--- config.mk ---
export PLATFORM = sky130hd
export DESIGN_NAME = gsca_top
export DESIGN_NICKNAME = d
export VERILOG_FILES = /design/src/include/gsca_pkg.sv /design/src/rtl/gsca_top.sv /design/src/rtl/gsca_div.sv /design/src/rtl/gsca_fifo.sv
export SDC_FILE = /design/constraint.sdc
export NUM_CORES = 1
export LEC_CHECK = 0
export ABC_AREA = 1
export BUFFER_PORTS_ARGS = -buffer_cell sky130_fd_sc_hd__buf_2
export CAP_MARGIN = 20
export CORE_ASPECT_RATIO = 1.5
export CORE_MARGIN = 2
export CORE_UTILIZATION = 35
export CTS_CLUSTER_SIZE = 8
export DETAILED_ROUTE_END_ITERATION = 7
export GPL_ROUTABILITY_DRIVEN = 0
export PLACE_DENSITY_LB_ADDON = 0.08
export SYNTH_ARGS = -nofsm -noshare
export SYNTH_HDL_FRONTEND = slang
export SYNTH_SLANG_ARGS = --single-unit
--- constraint.sdc ---
create_clock -name ref_clk -period 2.9 [get_ports ref_clk]
set_input_delay 0.145 -clock ref_clk [delete_from_list [all_inputs] [get_ports ref_clk]]
set_output_delay 0.145 -clock ref_clk [all_outputs]
set_load 0.03 [all_outputs]
--- src/include/gsca_pkg.sv ---
// Shared constants for the gigabit serdes comma alignment block
`default_nettype none

package gsca_pkg;

  ////////////////////////////////////////////////////////////////////////////
  // Clocking: ref_clk is the line bit clock, one serial bit per cycle
  localparam int CLK_PERIOD_NS = 20;
  localparam int LINE_MULT     = 10;    // Bit clock to character clock ratio

  ////////////////////////////////////////////////////////////////////////////
  // Character and buffer geometry
  localparam int CHAR_W     = 10;
  localparam int FIFO_DEPTH = 8;
  localparam int HIST_W     = 2 * CHAR_W;
  localparam int CNT_W      = 4;
  localparam int COMMA_W    = 7;

  ////////////////////////////////////////////////////////////////////////////
  // Bit positions within a received character
  localparam logic [CNT_W-1:0] BIT_FIRST       = 4'h0;
  localparam logic [CNT_W-1:0] BIT_CLK_EDGE    = 4'h4;  // Recovered clock toggles here
  localparam logic [CNT_W-1:0] BIT_COMMA_END   = 4'h6;  // Last comma bit when aligned
  localparam logic [CNT_W-1:0] BIT_AFTER_COMMA = 4'h7;
  localparam logic [CNT_W-1:0] BIT_LAST        = 4'h9;

  ////////////////////////////////////////////////////////////////////////////
  // Patterns and reset values
  localparam logic [COMMA_W-1:0] COMMA_PATTERN = 7'h7C;  // 0011111, bit 0 earliest
  localparam logic [CHAR_W-1:0]  TX_FILL_CHAR  = 10'h17C; // Sent while buffer empty
  localparam logic               PHASE_EVEN    = 1'b0;
  localparam logic               PHASE_ODD     = 1'b1;
  localparam logic [HIST_W-1:0]  HIST_RST      = 20'h00000;
  localparam logic [CHAR_W-1:0]  RX_DATA_RST   = 10'h000;

endpackage : gsca_pkg

`default_nettype wire

--- src/rtl/gsca_top.sv ---
// Serializer, deserializer and comma word alignment for a ten-bit link
//
// Overview of operation
// - Line bit clock is ten times character clock
// - Transmit character latched each character clock edge
// - Bit zero serialized first, bit nine last
// - Word bits nine..zero are j,h,g,f,i,e,d,c,b,a
// - Two complementary recovered clocks at twentieth rate
// - Receive word updates midway between clock edges
// - Recovered clocks keep running without input
// - Search stream for comma while enabled
// - Misaligned: wrong offset, straddling, or even phase
// - Realign so comma lands on odd phase
// - One character before the comma may repeat or skip
// - Boundary held while alignment disabled
// - Comma flag lasts exactly one character slot
// - Comma flag only active while enabled
// - Earliest received bit lands on bit zero
`timescale 1ns/100ps
`default_nettype none

module gsca_top
  import gsca_pkg::*;
  (
    input  wire logic              ref_clk,
    input  wire logic              rst_n,
    input  wire logic [CHAR_W-1:0] tx_data,
    input  wire logic              tx_valid,
    output logic                   tx_ready,
    output logic                   tx_serial_out,
    input  wire logic              rx_serial_in,
    output logic      [CHAR_W-1:0] rx_data,
    output logic                   recovered_clock_even,
    output logic                   recovered_clock_odd,
    input  wire logic              comma_align_enable,
    output logic                   comma_seen_pulse
  );

  ////////////////////////////////////////////////////////////////////////////
  // Declarations
  logic              char_tick;
  logic              fifo_out_valid;
  logic [CHAR_W-1:0] fifo_out_data;
  logic [CHAR_W-1:0] tx_load_word;
  logic [CHAR_W-1:0] tx_shift_r;
  logic [CHAR_W-1:0] tx_shift_nxt;

  logic              rx_meta_r;
  logic              rx_bit_r;
  logic              en_meta_r;
  logic              en_sync_r;

  logic [HIST_W-1:0] hist_r;
  logic [CNT_W-1:0]  bit_cnt_r;
  logic [CNT_W-1:0]  bit_cnt_nxt;
  logic              rx_phase_r;
  logic              rx_phase_nxt;
  logic              out_phase_r;
  logic [CHAR_W-1:0] rx_data_r;
  logic              comma_pend_r;
  logic              comma_seen_r;
  logic              clk_even_r;

  logic              comma_hit;
  logic              comma_aligned;
  logic              realign;
  logic              char_done;
  logic              clk_edge;

  ////////////////////////////////////////////////////////////////////////////
  // Character rate enable derived from the bit clock
  gsca_div
    #(
      .DIV (LINE_MULT)
    )
    u_char_div
    (
      .clk   (ref_clk),
      .rst_n (rst_n),
      .tick  (char_tick)
    );

  ////////////////////////////////////////////////////////////////////////////
  // Transmit buffer between controller and serializer
  gsca_fifo
    #(
      .WIDTH (CHAR_W),
      .DEPTH (FIFO_DEPTH)
    )
    u_tx_fifo
    (
      .clk       (ref_clk),
      .rst_n     (rst_n),
      .in_valid  (tx_valid),
      .in_ready  (tx_ready),
      .in_data   (tx_data),
      .out_valid (fifo_out_valid),
      .out_ready (char_tick),
      .out_data  (fifo_out_data)
    );

  ////////////////////////////////////////////////////////////////////////////
  // Transmit latch and serializer; fill character when buffer is empty
  assign tx_load_word  = fifo_out_valid ? fifo_out_data : TX_FILL_CHAR;
  assign tx_shift_nxt  = char_tick ? tx_load_word
                                   : {1'b0, tx_shift_r[CHAR_W-1:1]};
  assign tx_serial_out = tx_shift_r[0];

  // Serializer register
  always_ff @(posedge ref_clk or negedge rst_n)
  begin
    if (!rst_n)
      tx_shift_r <= TX_FILL_CHAR;
    else
      tx_shift_r <= tx_shift_nxt;
  end

  ////////////////////////////////////////////////////////////////////////////
  // Pin synchronisers for serial input and alignment enable
  always_ff @(posedge ref_clk or negedge rst_n)
  begin
    if (!rst_n)
    begin
      rx_meta_r <= 1'b0;
      rx_bit_r  <= 1'b0;
      en_meta_r <= 1'b0;
      en_sync_r <= 1'b0;
    end
    else
    begin
      rx_meta_r <= rx_serial_in;
      rx_bit_r  <= rx_meta_r;
      en_meta_r <= comma_align_enable;
      en_sync_r <= en_meta_r;
    end
  end

  ////////////////////////////////////////////////////////////////////////////
  // Comma search and alignment decode
  assign comma_hit     = (hist_r[HIST_W-1 -: COMMA_W] == COMMA_PATTERN);
  assign comma_aligned = (bit_cnt_r == BIT_COMMA_END) && (rx_phase_r == PHASE_ODD);
  assign realign       = en_sync_r && comma_hit && !comma_aligned;
  assign char_done     = (bit_cnt_r == BIT_LAST);
  assign clk_edge      = (bit_cnt_r == BIT_CLK_EDGE);

  // Bit position and phase of the character being assembled
  assign bit_cnt_nxt  = realign   ? BIT_AFTER_COMMA :
                        char_done ? BIT_FIRST : bit_cnt_r + 1'b1;
  assign rx_phase_nxt = realign   ? PHASE_ODD :
                        char_done ? ~rx_phase_r : rx_phase_r;

  ////////////////////////////////////////////////////////////////////////////
  // Deserializer history, newest bit at the top; boundary counted from reset and moved by a realign
  always_ff @(posedge ref_clk or negedge rst_n)
  begin
    if (!rst_n)
    begin
      hist_r     <= HIST_RST;
      bit_cnt_r  <= BIT_FIRST;
      rx_phase_r <= PHASE_EVEN;
    end
    else
    begin
      hist_r     <= {rx_bit_r, hist_r[HIST_W-1:1]};
      bit_cnt_r  <= bit_cnt_nxt;
      rx_phase_r <= rx_phase_nxt;
    end
  end

  ////////////////////////////////////////////////////////////////////////////
  // Pending comma flag for the character in assembly; set wins over clear
  always_ff @(posedge ref_clk or negedge rst_n)
  begin
    if (!rst_n)
      comma_pend_r <= 1'b0;
    else if (en_sync_r && comma_hit)
      comma_pend_r <= 1'b1;
    else if (char_done)
      comma_pend_r <= 1'b0;
  end

  ////////////////////////////////////////////////////////////////////////////
  // Receive output register, loaded once per character slot
  always_ff @(posedge ref_clk or negedge rst_n)
  begin
    if (!rst_n)
    begin
      rx_data_r    <= RX_DATA_RST;
      out_phase_r  <= PHASE_EVEN;
      comma_seen_r <= 1'b0;
    end
    else if (char_done)
    begin
      rx_data_r    <= hist_r[HIST_W-1:CHAR_W];
      out_phase_r  <= rx_phase_r;
      comma_seen_r <= comma_pend_r && en_sync_r;
    end
  end

  ////////////////////////////////////////////////////////////////////////////
  // Recovered clocks toggle midway through each output slot; a realign raises
  // the even clock so the comma slot always brings an odd rise, at the cost of
  // one repeated or skipped character just before the comma
  always_ff @(posedge ref_clk or negedge rst_n)
  begin
    if (!rst_n)
      clk_even_r <= 1'b0;
    else if (realign)
      clk_even_r <= 1'b1;
    else if (clk_edge)
      clk_even_r <= (out_phase_r == PHASE_EVEN);
  end

  ////////////////////////////////////////////////////////////////////////////
  // Output drive
  assign rx_data              = rx_data_r;
  assign comma_seen_pulse     = comma_seen_r;
  assign recovered_clock_even = clk_even_r;
  assign recovered_clock_odd  = ~clk_even_r;

  // Cycles since the last character enable, counted apart from the divider
  logic [CNT_W-1:0] tick_gap_r;

  always_ff @(posedge ref_clk or negedge rst_n)
  begin
    if (!rst_n)
      tick_gap_r <= '0;
    else if (char_tick)
      tick_gap_r <= '0;
    else
      tick_gap_r <= tick_gap_r + 1'b1;
  end
endmodule : gsca_top

`default_nettype wire

--- src/rtl/gsca_div.sv ---
// Free-running divider producing a one-cycle enable pulse
`timescale 1ns/100ps
`default_nettype none

module gsca_div
  #(
    parameter int DIV = 10
  )
  (
    input  wire logic clk,
    input  wire logic rst_n,
    output logic      tick
  );

  localparam int W = $clog2(DIV);

  logic [W-1:0] cnt_r;

  ////////////////////////////////////////////////////////////////////////////
  // Pulse on the last count of each period
  assign tick = (cnt_r == W'(DIV - 1));

  // Count modulo DIV
  always_ff @(posedge clk or negedge rst_n)
  begin
    if (!rst_n)
      cnt_r <= '0;
    else if (tick)
      cnt_r <= '0;
    else
      cnt_r <= cnt_r + 1'b1;
  end

endmodule : gsca_div

`default_nettype wire

--- src/rtl/gsca_fifo.sv ---
// Flip-flop FIFO with valid and ready on both sides
`timescale 1ns/100ps
`default_nettype none

module gsca_fifo
  #(
    parameter int WIDTH = 10,
    parameter int DEPTH = 8
  )
  (
    input  wire logic             clk,
    input  wire logic             rst_n,
    input  wire logic             in_valid,
    output logic                  in_ready,
    input  wire logic [WIDTH-1:0] in_data,
    output logic                  out_valid,
    input  wire logic             out_ready,
    output logic      [WIDTH-1:0] out_data
  );

  localparam int AW = $clog2(DEPTH);

  logic [WIDTH-1:0] mem_r [DEPTH];
  logic [AW-1:0]    wr_ptr_r;
  logic [AW-1:0]    rd_ptr_r;
  logic [AW:0]      count_r;
  logic             push;
  logic             pop;

  ////////////////////////////////////////////////////////////////////////////
  // Handshake decode
  assign push      = in_valid && in_ready;
  assign pop       = out_valid && out_ready;
  assign in_ready  = (count_r != (AW+1)'(DEPTH));
  assign out_valid = (count_r != '0);
  assign out_data  = mem_r[rd_ptr_r];

  // Storage write
  always_ff @(posedge clk)
  begin
    if (push)
      mem_r[wr_ptr_r] <= in_data;
  end

  // Pointers and fill level
  always_ff @(posedge clk or negedge rst_n)
  begin
    if (!rst_n)
    begin
      wr_ptr_r <= '0;
      rd_ptr_r <= '0;
      count_r  <= '0;
    end
    else
    begin
      if (push)
        wr_ptr_r <= (wr_ptr_r == AW'(DEPTH - 1)) ? '0 : wr_ptr_r + 1'b1;
      if (pop)
        rd_ptr_r <= (rd_ptr_r == AW'(DEPTH - 1)) ? '0 : rd_ptr_r + 1'b1;
      if (push && !pop)
        count_r <= count_r + 1'b1;
      else if (pop && !push)
        count_r <= count_r - 1'b1;
    end
  end

endmodule : gsca_fifo

`default_nettype wire

Word level (Yosys, flattened, before mapping)
Memory sizes are Yosys's and may differ from the RTL's. Index checks and enable logic that the tools add are counted.

Register bits after elaboration: 67. Memories kept: 1. Bits in writable memories: 80. Input bits: 15.

Memory list: u_tx_fifo.mem_r (words 8, width 10, rd ports 1, clocked after memory_dff 0, write ports 1, RTL line gsca_fifo.sv:23) `logic [WIDTH-1:0] mem_r [DEPTH];`.

Reductions and logical operators: 16. Add/subtract/negate cells: 6. Multiplexer cells: 17. Bitwise operators: 3. Equal/unequal tests: 8.

Operators with widths (number): two-way mux 10 bit (2); two-way mux 4 bit (5); adder 4 x 1 -> 4 bit, second input constant (3); equality test 4 x 3 -> 1 bit, second input constant (2); equality test 4 bit, second input constant (2); logical AND 1 bit (8); two-way mux 1 bit (8); nonzero test 2 bit (4); equality test 7 bit, second input constant (1); adder 3 x 1 -> 3 bit, second input constant (2); equality test 3 bit, second input constant (2); two-way mux 3 bit (2); inequality test 4 bit, second input constant (1); nonzero test 4 bit (1); subtractor 4 x 1 -> 4 bit, second input constant (1); zero test 1 bit (3); NOT 1 bit (3).

Longest topological paths before layout
Gate-level depths: netlist of run 1.

Depth in word-level cells: 6. Mapped depth: 15.

Cells and area by module
A second synthesis of run 1 with hierarchy kept.

Cells, all modules: 516. Area total of the unflattened synthesis: 5756.8 µm².

Modules (own cells, without submodules): gsca_fifo (times used 1, cells an instance 352, area each 3978.8 µm², seq. area each 2652.5 µm²); gsca_top (times used 1, cells an instance 144, area each 1601.5 µm², seq. area each 1083.5 µm²); gsca_div (times used 1, cells an instance 20, area each 176.4 µm², seq. area each 100.1 µm²).

Worst setup path after synthesis of run 1
No wires, ideal clock.

Path kind: flip-flop to flip-flop. From: register u_tx_fifo.count_r[1]. To: register u_tx_fifo.count_r[3]. Stages on the path, launching flop included: 13. Data arrival time: 2291 ps. Path buffers: 1. Required time: 2835 ps. Setup slack: 544 ps. Cell sequence: dfrtp_1 nor2_2 nand3_1 and2_1 buf_4 ha_1 inv_1 ha_1 or2_2 nand2_1 xnor2_1 nand2_1 nand2_1.

Cells in the longest elaborated chain, start to end: 5.

RTL lines: from (decl) (RTL line gsca_fifo.sv:26) `logic [AW:0] count_r;`; from (signal assigned) (RTL line gsca_fifo.sv:61) `count_r <= count_r + 1'b1;`; from (signal assigned) (RTL line gsca_fifo.sv:63) `count_r <= count_r - 1'b1;`; inequality test 4 bit * (RTL line gsca_fifo.sv:34) `assign in_ready = (count_r != (AW+1)'(DEPTH));`; named net tx_ready (RTL line gsca_top.sv:29) `output logic tx_ready,`; logical AND 1 bit * (RTL line gsca_fifo.sv:32) `assign push = in_valid && in_ready;`; named net u_tx_fifo.push (RTL line gsca_fifo.sv:27) `logic push;`; zero test 1 bit (RTL line gsca_fifo.sv:62) `else if (pop && !push)`; logical AND 1 bit (RTL line gsca_fifo.sv:62); nonzero test 2 bit (no line).

Mark *: on every way through the listed nets, which the timed path passes. The rest lies on a longest branch. The select of a mux whose other input is x is not followed. A chain may end at the register's enable or synchronous reset.

Worst setup path after layout of run 1
From: register u_char_div.cnt_r[2]. To: register u_tx_fifo.count_r[3].

Cells in the longest elaborated chain, start to end: 5.

RTL lines: from (decl) (RTL line gsca_div.sv:17) `logic [W-1:0] cnt_r;`; from (signal assigned) (RTL line gsca_div.sv:31) `cnt_r <= cnt_r + 1'b1;`; equality test 4 bit * (RTL line gsca_div.sv:21) `assign tick = (cnt_r == W'(DIV - 1));`; logical AND 1 bit * (RTL line gsca_fifo.sv:33) `assign pop = out_valid && out_ready;`; zero test 1 bit (RTL line gsca_fifo.sv:60) `if (push && !pop)`; logical AND 1 bit (RTL line gsca_fifo.sv:60); two-way mux 4 bit / nonzero test 2 bit (equally long branches).

Every way passes the cells marked *; elsewhere a longest branch is shown, timed or not.

==> impl_metrics.xml, run 1 <==
<?xml version="1.0" encoding="UTF-8"?>
<metrics>
  <group name="synth">
    <metric name="yosys-top-cells-area" unit="">edfxtp_1 (43%), dfrtp_1 (23%), nand2_1 (11%)</metric>
    <metric name="synthFlopType" unit="">edfxtp_1</metric>
    <metric name="syn-mean-instance-area" unit="µm²">11.2</metric>
    <metric name="synth.net_count" unit="">517</metric>
    <metric name="post_synth_instance_area" unit="mm²">0.00553</metric>
    <metric name="yosys_warnings" unit="">0</metric>
    <metric name="synthMostInstantiatedCell" unit="">nand2_1</metric>
    <metric name="postSynthRegisterBits" unit="">137</metric>
    <metric name="ys_top_cells_by_count" unit="">nand2_1 (156), edfxtp_1 (80), nand3_1 (61), dfrtp_1 (51), inv_1 (34)</metric>
    <metric name="synth-edff-count" unit="">80</metric>
    <metric name="yosysTopAreaCell" unit="">edfxtp_1</metric>
    <metric name="post-synth-top-area-fraction" unit="%">43.4</metric>
    <metric name="postSynth.asyncResetShare" unit="%">41.6</metric>
    <metric name="post_synth_inst_count" unit="">494</metric>
    <metric name="synth-seq-area-share" unit="%">69.4</metric>
    <metric name="synth.lib_cells_used.distinct" unit="">29</metric>
  </group>
  <group name="floorplan">
    <metric name="die_y_extent" unit="µm">158</metric>
    <metric name="die_area" unit="mm²">0.0168</metric>
    <metric name="start_util" unit="%">35.5</metric>
    <metric name="die_w" unit="µm">107</metric>
    <metric name="boundaryPins" unit="">30</metric>
    <metric name="core_region_area" unit="mm²">0.0156</metric>
    <metric name="std_cell_rows" unit="">56</metric>
  </group>
  <group name="hold_path">
    <metric name="worstHoldPathType" unit="">input pin to register</metric>
  </group>
  <group name="cts">
    <metric name="clkSinkCount" unit="">137</metric>
    <metric name="insertion_delay_of_the_later_clocked_pin_in_the_worst_skew_pair" unit="ns">0.41</metric>
    <metric name="cts_tree" unit="">done</metric>
    <metric name="h-tree-depth" unit="">4</metric>
    <metric name="cts_resized" unit="">0</metric>
    <metric name="number_of_cts_inserted_buffers" unit="">17</metric>
    <metric name="ctsLongestPathBuffers" unit="">2</metric>
    <metric name="cts.root.buffer_cell" unit="">clkbuf_16</metric>
    <metric name="clkTransAtPathRegs" unit="ns">0.07</metric>
  </group>
  <group name="timing">
    <metric name="fin_setup_tns" unit="ns">0</metric>
    <metric name="fin_ws" unit="ns">0.550</metric>
    <metric name="clock_skew" unit="ns">0.0103</metric>
    <metric name="fmax" unit="MHz">425</metric>
    <metric name="setup_viol_count_final" unit="">0</metric>
    <metric name="slew_violations" unit="">0</metric>
    <metric name="period_share" unit="%">81.0</metric>
    <metric name="post-route-min-period" unit="ns">2.35</metric>
    <metric name="max_slew.worst_pin.slew" unit="ns">0.765</metric>
    <metric name="timing.max_slew.rel_slack" unit="%">48.9</metric>
    <metric name="grt_setup_unrepaired" unit="">false</metric>
    <metric name="timing_hold_violations_final" unit="">0</metric>
  </group>
  <group name="global_routing">
    <metric name="maximum_number_of_pins_on_one_net_before_global_route_repair" unit="">43</metric>
    <metric name="wire_length_of_the_first_global_routing_pass" unit="µm">18600</metric>
    <metric name="gr-usage-all-layers" unit="%">14.9</metric>
    <metric name="gr-total-overflow" unit="">0</metric>
    <metric name="antenna_found_initial" unit="">0</metric>
    <metric name="number_of_global_route_vias_before_repair" unit="">3535</metric>
  </group>
  <group name="setup_path">
    <metric name="crit_path_dat" unit="ns">2.70</metric>
    <metric name="timing.critical_path.cells" unit="">inv_1 -&gt; nand4_4 -&gt; nor2_8 -&gt; inv_1 -&gt; ha_1 -&gt; inv_1 -&gt; ha_1 -&gt; or2_2 -&gt; nand2_1 -&gt; xnor2_1 -&gt; nand2_1 -&gt; nand2_1</metric>
    <metric name="timing_worst_setup_path_type" unit="">register to register</metric>
    <metric name="worst-path-buf-inv" unit="">3</metric>
    <metric name="worst-path-max-fanout" unit="">17</metric>
    <metric name="critical-path-slowest-cell" unit="">dfrtp_1</metric>
    <metric name="start_kind" unit="">register</metric>
    <metric name="critPathMaxStageDelay" unit="ns">0.37</metric>
    <metric name="end_kind" unit="">register</metric>
    <metric name="worstPathRequired" unit="ns">3.25</metric>
    <metric name="path_delay_family" unit="">simple AND/OR/NAND/NOR gates</metric>
  </group>
  <group name="routing">
    <metric name="post_drt_wl_per_cell" unit="µm">15.0</metric>
    <metric name="drt_first_pass_iters" unit="">4</metric>
    <metric name="routed_wirelength" unit="µm">11400</metric>
    <metric name="antenna_left" unit="">0</metric>
    <metric name="post_drt_via_cell_ratio" unit="">4.57</metric>
    <metric name="drc_errors" unit="">0</metric>
    <metric name="drt_iter0_markers" unit="">170</metric>
    <metric name="detailroute.via_count" unit="">3480</metric>
  </group>
  <group name="job">
    <metric name="timing.max_cap.violations" unit="">0</metric>
  </group>
  <group name="power_and_ir_drop">
    <metric name="power.leakage" unit="µW">0.00284</metric>
    <metric name="power.density_cell_area" unit="mW/mm²">1040</metric>
    <metric name="max_rail_drop_vdd" unit="V">0.000445</metric>
  </group>
  <group name="finish">
    <metric name="area.growth.synth_to_final" unit="%">18.5</metric>
    <metric name="layout-drive-gt1-share" unit="%">17.4</metric>
    <metric name="insertedDiodeCount" unit="">0</metric>
    <metric name="nNetsFinal" unit="">568</metric>
  </group>
  <group name="place">
    <metric name="buffer_ports.inserted" unit="">29</metric>
    <metric name="detailedPlacementHpwl" unit="µm">7020</metric>
    <metric name="preCtsSetupSlack" unit="ns">0.526</metric>
  </group>
  <group name="status">
    <metric name="run_status" unit="">complete, no violations</metric>
  </group>
</metrics>
-- final cells by class --
type,instances,area (µm²)
fillers,1493,9000
well taps,203,254
clock buffers,18,439
clock inverters,14,128
repair buffers,49,315
inverters,37,139
flip-flops and latches,137,3840
multi-input cells,303,1440
-- timing repair --
item / in CTS / in global routing
hold buffers: 8 / 0
buffers inserted: 0 / 0
hold endpoints to repair: 72 / 0
setup endpoints to repair: 0 / 0
-- path summary, 6_finish.rpt --
kind | start | slack [ns] | to | cells past startpoint
worst max-delay path | u_char_div.cnt_r[2] | 0.55 | u_tx_fifo.count_r[3] | 12
worst min-delay path | tx_data[8] | 0.01 | u_tx_fifo.mem_r[0][8] | 1
worst max register to register | u_char_div.cnt_r[2] | 0.55 | u_tx_fifo.count_r[3] | 12
worst min register to register | rx_bit_r | 0.35 | hist_r[19] | 0
max in group asynchronous | rst_n | 1.72 | tx_shift_r[8] | 3
min in group asynchronous | rst_n | 0.30 | rx_data[7] | 2
-- state kept, by name, summed over array words and instances (netlist names) --
name,flops
u_tx_fifo.mem_r,80
hist_r,10
rx_data,10
tx_shift_r,10
bit_cnt_r,4
u_char_div.cnt_r,4
u_tx_fifo.count_r,4
u_tx_fifo.rd_ptr_r,3
u_tx_fifo.wr_ptr_r,3
comma_pend_r,1
comma_seen_pulse,1
en_meta_r,1
en_sync_r,1
out_phase_r,1
recovered_clock_even,1
rx_bit_r,1
rx_meta_r,1
rx_phase_r,1
-- per-stage QoR --
| step | total power [µW] | cell area [µm²] | instances | util (%) | hold WS [ns] |
|---|---|---|---|---|---|
| after floorplan | 4190 | 5530 | 494 | - | -0.151 |
| after global placement | 4760 | 5910 | 721 | 38.0 | 0.225 |
| after detailed placement | 4790 | 5910 | 721 | 38.0 | 0.224 |
| after CTS | 6890 | 6550 | 761 | 42.1 | 0.000520 |
| after global routing | 7260 | 6550 | 761 | 42.1 | 0.0126 |
| final | 6790 | 6550 | 761 | 42.1 | 0.0100 |
-- placed cells by master, fill, tap and decap left out, types with 2 or more instances in the layout --
| cell | count |
|---|---|
| xor2_1 | 4 |
| dfstp_2 | 6 |
| inv_1 | 34 |
| inv_4 | 4 |
| nand3_1 | 61 |
| o21ai_1 | 4 |
| buf_2 | 29 |
| or2_2 | 7 |
| clkinv_4 | 2 |
| buf_4 | 12 |
| edfxtp_1 | 80 |
| nand4_1 | 2 |
| dlygate4sd3_1 | 8 |
| inv_6 | 4 |
| o21ai_0 | 18 |
| ha_1 | 7 |
| inv_8 | 3 |
| nand2_2 | 3 |
| nor2_1 | 28 |
| dfrtp_1 | 51 |
| xnor2_1 | 4 |
| clkbuf_16 | 17 |
| a21oi_1 | 2 |
| nand2_1 | 156 |
| inv_2 | 3 |
-- logic make-up after synthesis --
logic type	count (synthesis)	share of synthesized area, %
flip-flops	137	69.4
buffers and inverters	54	4.53
XOR/XNOR	8	1.27
adder cells (fa/ha/maj)	8	1.95
AND/OR/NAND/NOR	262	20.5
AO/OA/AOI/OAI	25	2.33
-- power breakdown --
part	total (µW)	internal (µW)	switching (µW)
combinational	2070	664	1400
clock	2070	1160	910
sequential	2650	2460	194
total	6790	4280	2510
-- layer usage --
metal | vias to the layer above | track usage (%) | wire length (µm)
li1 | 1737 | - | -
met1 | 1676 | 17.1 | 4930
met2 | 51 | 26.3 | 6000
met3 | 16 | 4.24 | 320
met4 | 0 | 5.57 | 189
met5 | - | 0 | 0
-- worst register-to-register path, stage by stage (launching register included) --
cell     delay (ns)
dfrtp_1        0.37
inv_1          0.14
nand4_4        0.18
nor2_8         0.31
inv_1          0.08
ha_1           0.23
inv_1          0.12
ha_1           0.26
or2_2          0.27
nand2_1        0.09
xnor2_1        0.12
nand2_1        0.06
nand2_1        0.06
(Power assumes the default switching activity.)
==> inputs of run 2 (changes only) <==
clock period = 2.4 ns   (was 2.9 ns; I/O delays follow)
==> run 2 against run 1 <==
Net effect:
- sequential power rose by 21%
- hold slack better by 0.19 ns
- first-iteration DRC count fell by 24%
- non-clock buffer count is 9 higher
- die area is the same
- register-to-register slack got worse by 0.30 ns
- design area grew 2.4%
- combinational power rose by 24%
- flip-flop and latch count unchanged
- worst setup slack worse by 0.30 ns
- largest power group unchanged
- clock-buffer cell count increased by 5
- clock skew rose by 0.0017 ns
==> impl_metrics.xml, run 2 (synthesized netlist as in run 1, its figures left out) <==
<?xml version="1.0" encoding="UTF-8"?>
<metrics>
  <group name="status">
    <metric name="run_status" unit="">complete, no violations</metric>
  </group>
  <group name="timing">
    <metric name="max_slew.worst_pin.slew" unit="ns">0.718</metric>
    <metric name="fmax" unit="MHz">465</metric>
    <metric name="post-route-min-period" unit="ns">2.15</metric>
    <metric name="setup_viol_count_final" unit="">0</metric>
    <metric name="timing.hold.ws" unit="ns">0.203</metric>
    <metric name="slew_violations" unit="">0</metric>
    <metric name="grt_setup_unrepaired" unit="">false</metric>
    <metric name="timing_hold_violations_final" unit="">0</metric>
    <metric name="timing.max_slew.rel_slack" unit="%">52.1</metric>
    <metric name="period_share" unit="%">89.6</metric>
    <metric name="fin_setup_tns" unit="ns">0</metric>
    <metric name="clock_skew" unit="ns">0.0120</metric>
  </group>
  <group name="hold_path">
    <metric name="hp-start" unit="">tx_valid</metric>
    <metric name="timing.hold.worst_path_depth" unit="">4</metric>
    <metric name="worstHoldPathType" unit="">input pin to register</metric>
    <metric name="worstHoldEndpoint" unit="">u_tx_fifo.wr_ptr_r[2]</metric>
  </group>
  <group name="routing">
    <metric name="detailroute.via_count" unit="">3561</metric>
    <metric name="routed_wirelength" unit="µm">11700</metric>
    <metric name="drc_errors" unit="">0</metric>
    <metric name="drt_first_pass_iters" unit="">4</metric>
    <metric name="post_drt_via_cell_ratio" unit="">4.62</metric>
    <metric name="drt_iter0_markers" unit="">130</metric>
    <metric name="wl_met2" unit="µm">6080</metric>
    <metric name="highest_metal_layer_used_by_the_detailed_router" unit="">met4</metric>
    <metric name="post_drt_wl_per_cell" unit="µm">15.2</metric>
    <metric name="antenna_left" unit="">0</metric>
    <metric name="routedLengthMet1" unit="µm">5110</metric>
    <metric name="met3_wirelength" unit="µm">363</metric>
  </group>
  <group name="floorplan">
    <metric name="die_y_extent" unit="µm">158</metric>
    <metric name="start_util" unit="%">35.5</metric>
    <metric name="std_cell_rows" unit="">56</metric>
    <metric name="core_region_area" unit="mm²">0.0156</metric>
    <metric name="die_area" unit="mm²">0.0168</metric>
    <metric name="boundaryPins" unit="">30</metric>
    <metric name="die_w" unit="µm">107</metric>
  </group>
  <group name="setup_path">
    <metric name="worst_r2r_startpoint" unit="">u_tx_fifo.count_r[1]</metric>
    <metric name="timing.reg2reg.setup_slack" unit="ns">0.25</metric>
    <metric name="timing.reg2reg.worst_path_depth" unit="">13</metric>
    <metric name="worst-path-max-fanout" unit="">4</metric>
    <metric name="start_kind" unit="">register</metric>
    <metric name="timing_worst_setup_path_type" unit="">register to register</metric>
    <metric name="end_kind" unit="">register</metric>
    <metric name="r2r-end" unit="">u_tx_fifo.count_r[3]</metric>
    <metric name="crit_path_dat" unit="ns">2.50</metric>
    <metric name="worstPathRequired" unit="ns">2.75</metric>
  </group>
  <group name="global_routing">
    <metric name="gr-total-overflow" unit="">0</metric>
    <metric name="number_of_global_route_vias_before_repair" unit="">3536</metric>
    <metric name="wire_length_of_the_first_global_routing_pass" unit="µm">19100</metric>
    <metric name="antenna_found_initial" unit="">0</metric>
    <metric name="gr-usage-all-layers" unit="%">15.3</metric>
    <metric name="maximum_number_of_pins_on_one_net_before_global_route_repair" unit="">43</metric>
  </group>
  <group name="finish">
    <metric name="largest-register" unit="">u_tx_fifo.mem_r</metric>
    <metric name="insertedDiodeCount" unit="">0</metric>
    <metric name="layout-drive-gt1-share" unit="%">17.6</metric>
    <metric name="final-seq-area" unit="mm²">0.00384</metric>
    <metric name="nNetsFinal" unit="">577</metric>
    <metric name="mostFrequentLayoutCell" unit="">nand2_1</metric>
    <metric name="filler_cell_count" unit="">1536</metric>
    <metric name="layout.cells.most_common_list" unit="">nand2_1 (156), edfxtp_1 (80), nand3_1 (61)</metric>
    <metric name="largest_register_ffs" unit="">80</metric>
    <metric name="multi_input_comb_area" unit="mm²">0.00144</metric>
    <metric name="area.growth.synth_to_final" unit="%">21.4</metric>
  </group>
  <group name="power_and_ir_drop">
    <metric name="power.leakage" unit="µW">0.00291</metric>
    <metric name="max_rail_drop_vdd" unit="V">0.000522</metric>
    <metric name="power.density_cell_area" unit="mW/mm²">1260</metric>
  </group>
  <group name="cts">
    <metric name="clkTransAtPathRegs" unit="ns">0.06</metric>
    <metric name="number_of_cts_inserted_buffers" unit="">17</metric>
    <metric name="cts.root.buffer_cell" unit="">clkbuf_16</metric>
    <metric name="cts_tree" unit="">done</metric>
    <metric name="postCtsSetupRepairBufs" unit="">0</metric>
    <metric name="insertion_delay_of_the_later_clocked_pin_in_the_worst_skew_pair" unit="ns">0.42</metric>
    <metric name="h-tree-depth" unit="">4</metric>
    <metric name="clkSinkCount" unit="">137</metric>
    <metric name="ctsLongestPathBuffers" unit="">2</metric>
    <metric name="cts_resized" unit="">0</metric>
  </group>
  <group name="place">
    <metric name="buffer_ports.inserted" unit="">29</metric>
    <metric name="detailedPlacementHpwl" unit="µm">7310</metric>
  </group>
  <group name="job">
    <metric name="timing.max_cap.violations" unit="">0</metric>
  </group>
</metrics>
[run 2: cell count changes in the layout (fill, tap and decap cells not counted), moves of 2 or more]
cell,previous run,this run
dlygate4sd3_1,8,13
clkbuf_16,17,21
buf_4,12,15
inv_8,3,0
inv_4,4,2
[run 2: area by class of cell]
cell class,count,share of cell area [%]
sequential,137,57.2
multi-input combinational,303,21.5
clock buffer,23,8.00
timing repair buffer,58,6.08
tap,203,3.78
inverter,37,2.07
clock inverter,9,1.42
[run 2: report_power, final]
part | switching [µW] | internal, µW
Combinational | 1710 | 845
Clock | 1020 | 1700
Sequential | 234 | 2970
[run 2: through the flow]
step | cell area, µm² | setup WS, ns | total power [µW] | std cells | util, %
after floorplan | 5530 | 0.0444 | 5070 | 494 | -
after global placement | 5950 | 0.310 | 5810 | 725 | 38.2
after detailed placement | 5950 | 0.257 | 5860 | 725 | 38.2
after CTS | 6710 | 0.243 | 8620 | 770 | 43.1
after global routing | 6710 | 0.0916 | 9090 | 770 | 43.1
final | 6710 | 0.249 | 8490 | 770 | 43.1
[run 2: worst max-delay path, stage by stage, from the launching register on]
cell and delay [ns]:
dfrtp_1 0.44, nor2_2 0.15, nand2_1 0.10, nor2_4 0.14, nor2_8 0.04, inv_1 0.05, ha_1 0.17, inv_1 0.09
ha_1 0.32, or2_2 0.28, nand2_1 0.08, xnor2_1 0.11, nand2_1 0.06, nand2_1 0.06
[run 2: what timing repair did]
| action | in CTS | in global routing |
|---|---|---|
| hold buffers | 13 | 0 |
| hold endpoints to repair | 110 | 0 |
| setup endpoints to repair | 0 | 0 |
[run 2: metal layers]
| metal | vias to the layer above | track usage [%] |
|---|---|---|
| met5 | - | 0 |
| met4 | 0 | 5.63 |
| met3 | 14 | 3.75 |
| met2 | 54 | 27.1 |
| met1 | 1741 | 17.9 |
| li1 | 1752 | - |
[run 2: worst max-delay path by stage]
stage                                      end  cells after the start                 start
after global placement    u_tx_fifo.count_r[3]                     13  u_tx_fifo.count_r[1]
after detailed placement  u_tx_fifo.count_r[3]                     12   u_char_div.cnt_r[2]
final                     u_tx_fifo.count_r[3]                     13  u_tx_fifo.count_r[1]
after global routing      u_tx_fifo.count_r[3]                     13  u_tx_fifo.count_r[1]
after CTS                 u_tx_fifo.count_r[3]                     13  u_tx_fifo.count_r[1]
after floorplan           u_tx_fifo.count_r[3]                     12  u_tx_fifo.count_r[1]
==> inputs of run 3 (changes only) <==
CORE_MARGIN = 1.5   (was 2)
==> run 3 against run 2 <==
Net effect:
- design area shrank 1.2%
- clock power shrank 9.2%
- critical path depth shrank 1
- maximum frequency grew 0.44%
- critical path type unchanged
==> impl_metrics.xml, run 3 (synthesized netlist as in run 1, its figures left out) <==
<?xml version="1.0" encoding="UTF-8"?>
<metrics>
  <group name="status">
    <metric name="run_status" unit="">complete, no violations</metric>
  </group>
  <group name="setup_path">
    <metric name="critPathMaxStageDelay" unit="ns">0.37</metric>
    <metric name="worst_r2r_startpoint" unit="">u_char_div.cnt_r[2]</metric>
    <metric name="r2r-end" unit="">u_tx_fifo.count_r[3]</metric>
    <metric name="end_kind" unit="">register</metric>
    <metric name="timing.reg2reg.worst_path_depth" unit="">12</metric>
    <metric name="timing.critical_path.cells" unit="">inv_1 -&gt; nand4_4 -&gt; nor2_8 -&gt; inv_1 -&gt; ha_1 -&gt; inv_1 -&gt; ha_1 -&gt; or2_2 -&gt; nand2_1 -&gt; xnor2_1 -&gt; nand2_1 -&gt; nand2_1</metric>
    <metric name="worstPathRequired" unit="ns">2.75</metric>
    <metric name="timing.reg2reg.setup_slack" unit="ns">0.26</metric>
    <metric name="crit_path_dat" unit="ns">2.49</metric>
    <metric name="start_kind" unit="">register</metric>
    <metric name="worst-path-max-fanout" unit="">5</metric>
    <metric name="critical-path-slowest-cell" unit="">dfrtp_1</metric>
    <metric name="timing_worst_setup_path_type" unit="">register to register</metric>
  </group>
  <group name="global_routing">
    <metric name="gr-usage-all-layers" unit="%">15.3</metric>
    <metric name="number_of_global_route_vias_before_repair" unit="">3621</metric>
    <metric name="maximum_number_of_pins_on_one_net_before_global_route_repair" unit="">43</metric>
    <metric name="antenna_found_initial" unit="">0</metric>
    <metric name="gr-total-overflow" unit="">0</metric>
    <metric name="wire_length_of_the_first_global_routing_pass" unit="µm">19100</metric>
  </group>
  <group name="routing">
    <metric name="met3_wirelength" unit="µm">273</metric>
    <metric name="drc_errors" unit="">0</metric>
    <metric name="drt_iter0_markers" unit="">183</metric>
    <metric name="post_drt_wl_per_cell" unit="µm">15.0</metric>
    <metric name="antenna_left" unit="">0</metric>
    <metric name="post_drt_via_cell_ratio" unit="">4.55</metric>
    <metric name="routedLengthMet1" unit="µm">4890</metric>
    <metric name="wl_met2" unit="µm">6210</metric>
    <metric name="drt_first_pass_iters" unit="">4</metric>
    <metric name="routed_wirelength" unit="µm">11600</metric>
    <metric name="highest_metal_layer_used_by_the_detailed_router" unit="">met4</metric>
    <metric name="detailroute.via_count" unit="">3500</metric>
  </group>
  <group name="finish">
    <metric name="layout-drive-gt1-share" unit="%">17.8</metric>
    <metric name="nNetsFinal" unit="">577</metric>
    <metric name="largest_register_ffs" unit="">80</metric>
    <metric name="insertedDiodeCount" unit="">0</metric>
    <metric name="layout.core_utilization" unit="%">42.6</metric>
    <metric name="layout.cells.most_common_list" unit="">nand2_1 (156), edfxtp_1 (80), nand3_1 (61)</metric>
    <metric name="area.growth.synth_to_final" unit="%">19.9</metric>
    <metric name="mostFrequentLayoutCell" unit="">nand2_1</metric>
    <metric name="largest-register" unit="">u_tx_fifo.mem_r</metric>
  </group>
  <group name="cts">
    <metric name="h-tree-depth" unit="">4</metric>
    <metric name="cts_tree" unit="">done</metric>
    <metric name="ctsLongestPathBuffers" unit="">2</metric>
    <metric name="clkTransAtPathRegs" unit="ns">0.06</metric>
    <metric name="cts.root.buffer_cell" unit="">clkbuf_16</metric>
    <metric name="number_of_cts_inserted_buffers" unit="">17</metric>
    <metric name="clkSinkCount" unit="">137</metric>
    <metric name="insertion_delay_of_the_later_clocked_pin_in_the_worst_skew_pair" unit="ns">0.41</metric>
    <metric name="postCtsSetupRepairBufs" unit="">0</metric>
  </group>
  <group name="timing">
    <metric name="max_slew.worst_pin.slew" unit="ns">0.489</metric>
    <metric name="setup_viol_count_final" unit="">0</metric>
    <metric name="timing_hold_violations_final" unit="">0</metric>
    <metric name="slew_violations" unit="">0</metric>
    <metric name="clock_skew" unit="ns">0.0104</metric>
    <metric name="post-route-min-period" unit="ns">2.14</metric>
    <metric name="period_share" unit="%">89.2</metric>
    <metric name="grt_setup_unrepaired" unit="">false</metric>
    <metric name="timing.max_slew.rel_slack" unit="%">67.4</metric>
    <metric name="fmax" unit="MHz">467</metric>
    <metric name="fin_setup_tns" unit="ns">0</metric>
  </group>
  <group name="hold_path">
    <metric name="hp-start" unit="">tx_data[2]</metric>
    <metric name="worstHoldEndpoint" unit="">u_tx_fifo.mem_r[2][2]</metric>
    <metric name="worstHoldPathType" unit="">input pin to register</metric>
    <metric name="timing.hold.worst_path_depth" unit="">1</metric>
  </group>
  <group name="place">
    <metric name="detailedPlacementHpwl" unit="µm">7410</metric>
    <metric name="buffer_ports.inserted" unit="">29</metric>
  </group>
  <group name="floorplan">
    <metric name="start_util" unit="%">35.5</metric>
    <metric name="std_cell_rows" unit="">56</metric>
    <metric name="die_area" unit="mm²">0.0166</metric>
    <metric name="core_region_area" unit="mm²">0.0156</metric>
    <metric name="boundaryPins" unit="">30</metric>
    <metric name="die_w" unit="µm">106</metric>
    <metric name="die_y_extent" unit="µm">157</metric>
  </group>
  <group name="power_and_ir_drop">
    <metric name="max_rail_drop_vdd" unit="V">0.000523</metric>
    <metric name="power.leakage" unit="µW">0.00286</metric>
    <metric name="power.total" unit="µW">8220</metric>
    <metric name="power.density_cell_area" unit="mW/mm²">1240</metric>
  </group>
  <group name="job">
    <metric name="timing.max_cap.violations" unit="">0</metric>
  </group>
</metrics>
[run 3: changes by cell type in the layout (fill, tap and decap cells not counted), moves of 2 or more]
cell / change
inv_4: -2
clkinvlp_4: +5
clkinv_4: -2
inv_6: +2
clkbuf_16: -4
buf_4: +2
[run 3: final cells by class]
type	count	area (µm²)
fill	1523	8920
sequential	137	3840
multi-input combinational	303	1440
clock buffer	17	425
timing repair buffer	58	393
tap	203	254
clock inverter	15	140
inverter	37	139
[run 3: timing repair]
item | 4_1_cts | 5_1_grt
hold buffers | 12 | 0
hold endpoints to repair | 94 | 0
gates resized for setup | 0 | 0
[run 3: worst max path at each step]
stage | startpoint | to | slack, ns | cells past startpoint
2_1_floorplan | u_tx_fifo.count_r[1] | u_tx_fifo.count_r[3] | 0.04 | 12
3_3_place_gp | u_tx_fifo.count_r[1] | u_tx_fifo.count_r[3] | 0.31 | 13
3_5_place_dp | u_char_div.cnt_r[2] | u_tx_fifo.count_r[3] | 0.23 | 12
4_1_cts | u_char_div.cnt_r[2] | u_tx_fifo.count_r[3] | 0.23 | 12
5_1_grt | u_char_div.cnt_r[2] | u_tx_fifo.count_r[3] | 0.09 | 12
6_report | u_char_div.cnt_r[2] | u_tx_fifo.count_r[3] | 0.26 | 12
[run 3: metal layers]
metal,global-route usage [%],up-vias
met2,28.5,45
met5,0,-
met1,16.9,1689
met3,3.73,11
met4,5.53,0
li1,-,1755
[run 3: stage by stage]
stage	std cells	area [µm²]	hold WS, ns	worst slack, ns
5_1_grt	770	6630	0.0171	0.0942
2_1_floorplan	494	5530	-0.176	0.0444
4_1_cts	770	6630	0.00488	0.226
6_report	770	6630	0.0128	0.259
3_3_place_gp	726	5940	0.109	0.312
3_5_place_dp	726	5940	0.113	0.229
[run 3: critical path, delay by kind of cell (launching register included)]
| family | cells | cell delay (ns) |
|---|---|---|
| flip-flops | 1 | 0.37 |
| buffers and inverters | 3 | 0.30 |
| XOR/XNOR | 1 | 0.11 |
| AND/OR/NAND/NOR | 6 | 0.80 |
| adder cells (fa/ha/maj) | 2 | 0.48 |
[run 3: report_power, final]
group / switching (µW) / leakage, µW / internal, µW / total, µW
logic: 1700 / 0.00119 / 834 / 2540
registers: 242 / 0.00141 / 2970 / 3220
clock network: 1030 / 0.000263 / 1440 / 2470
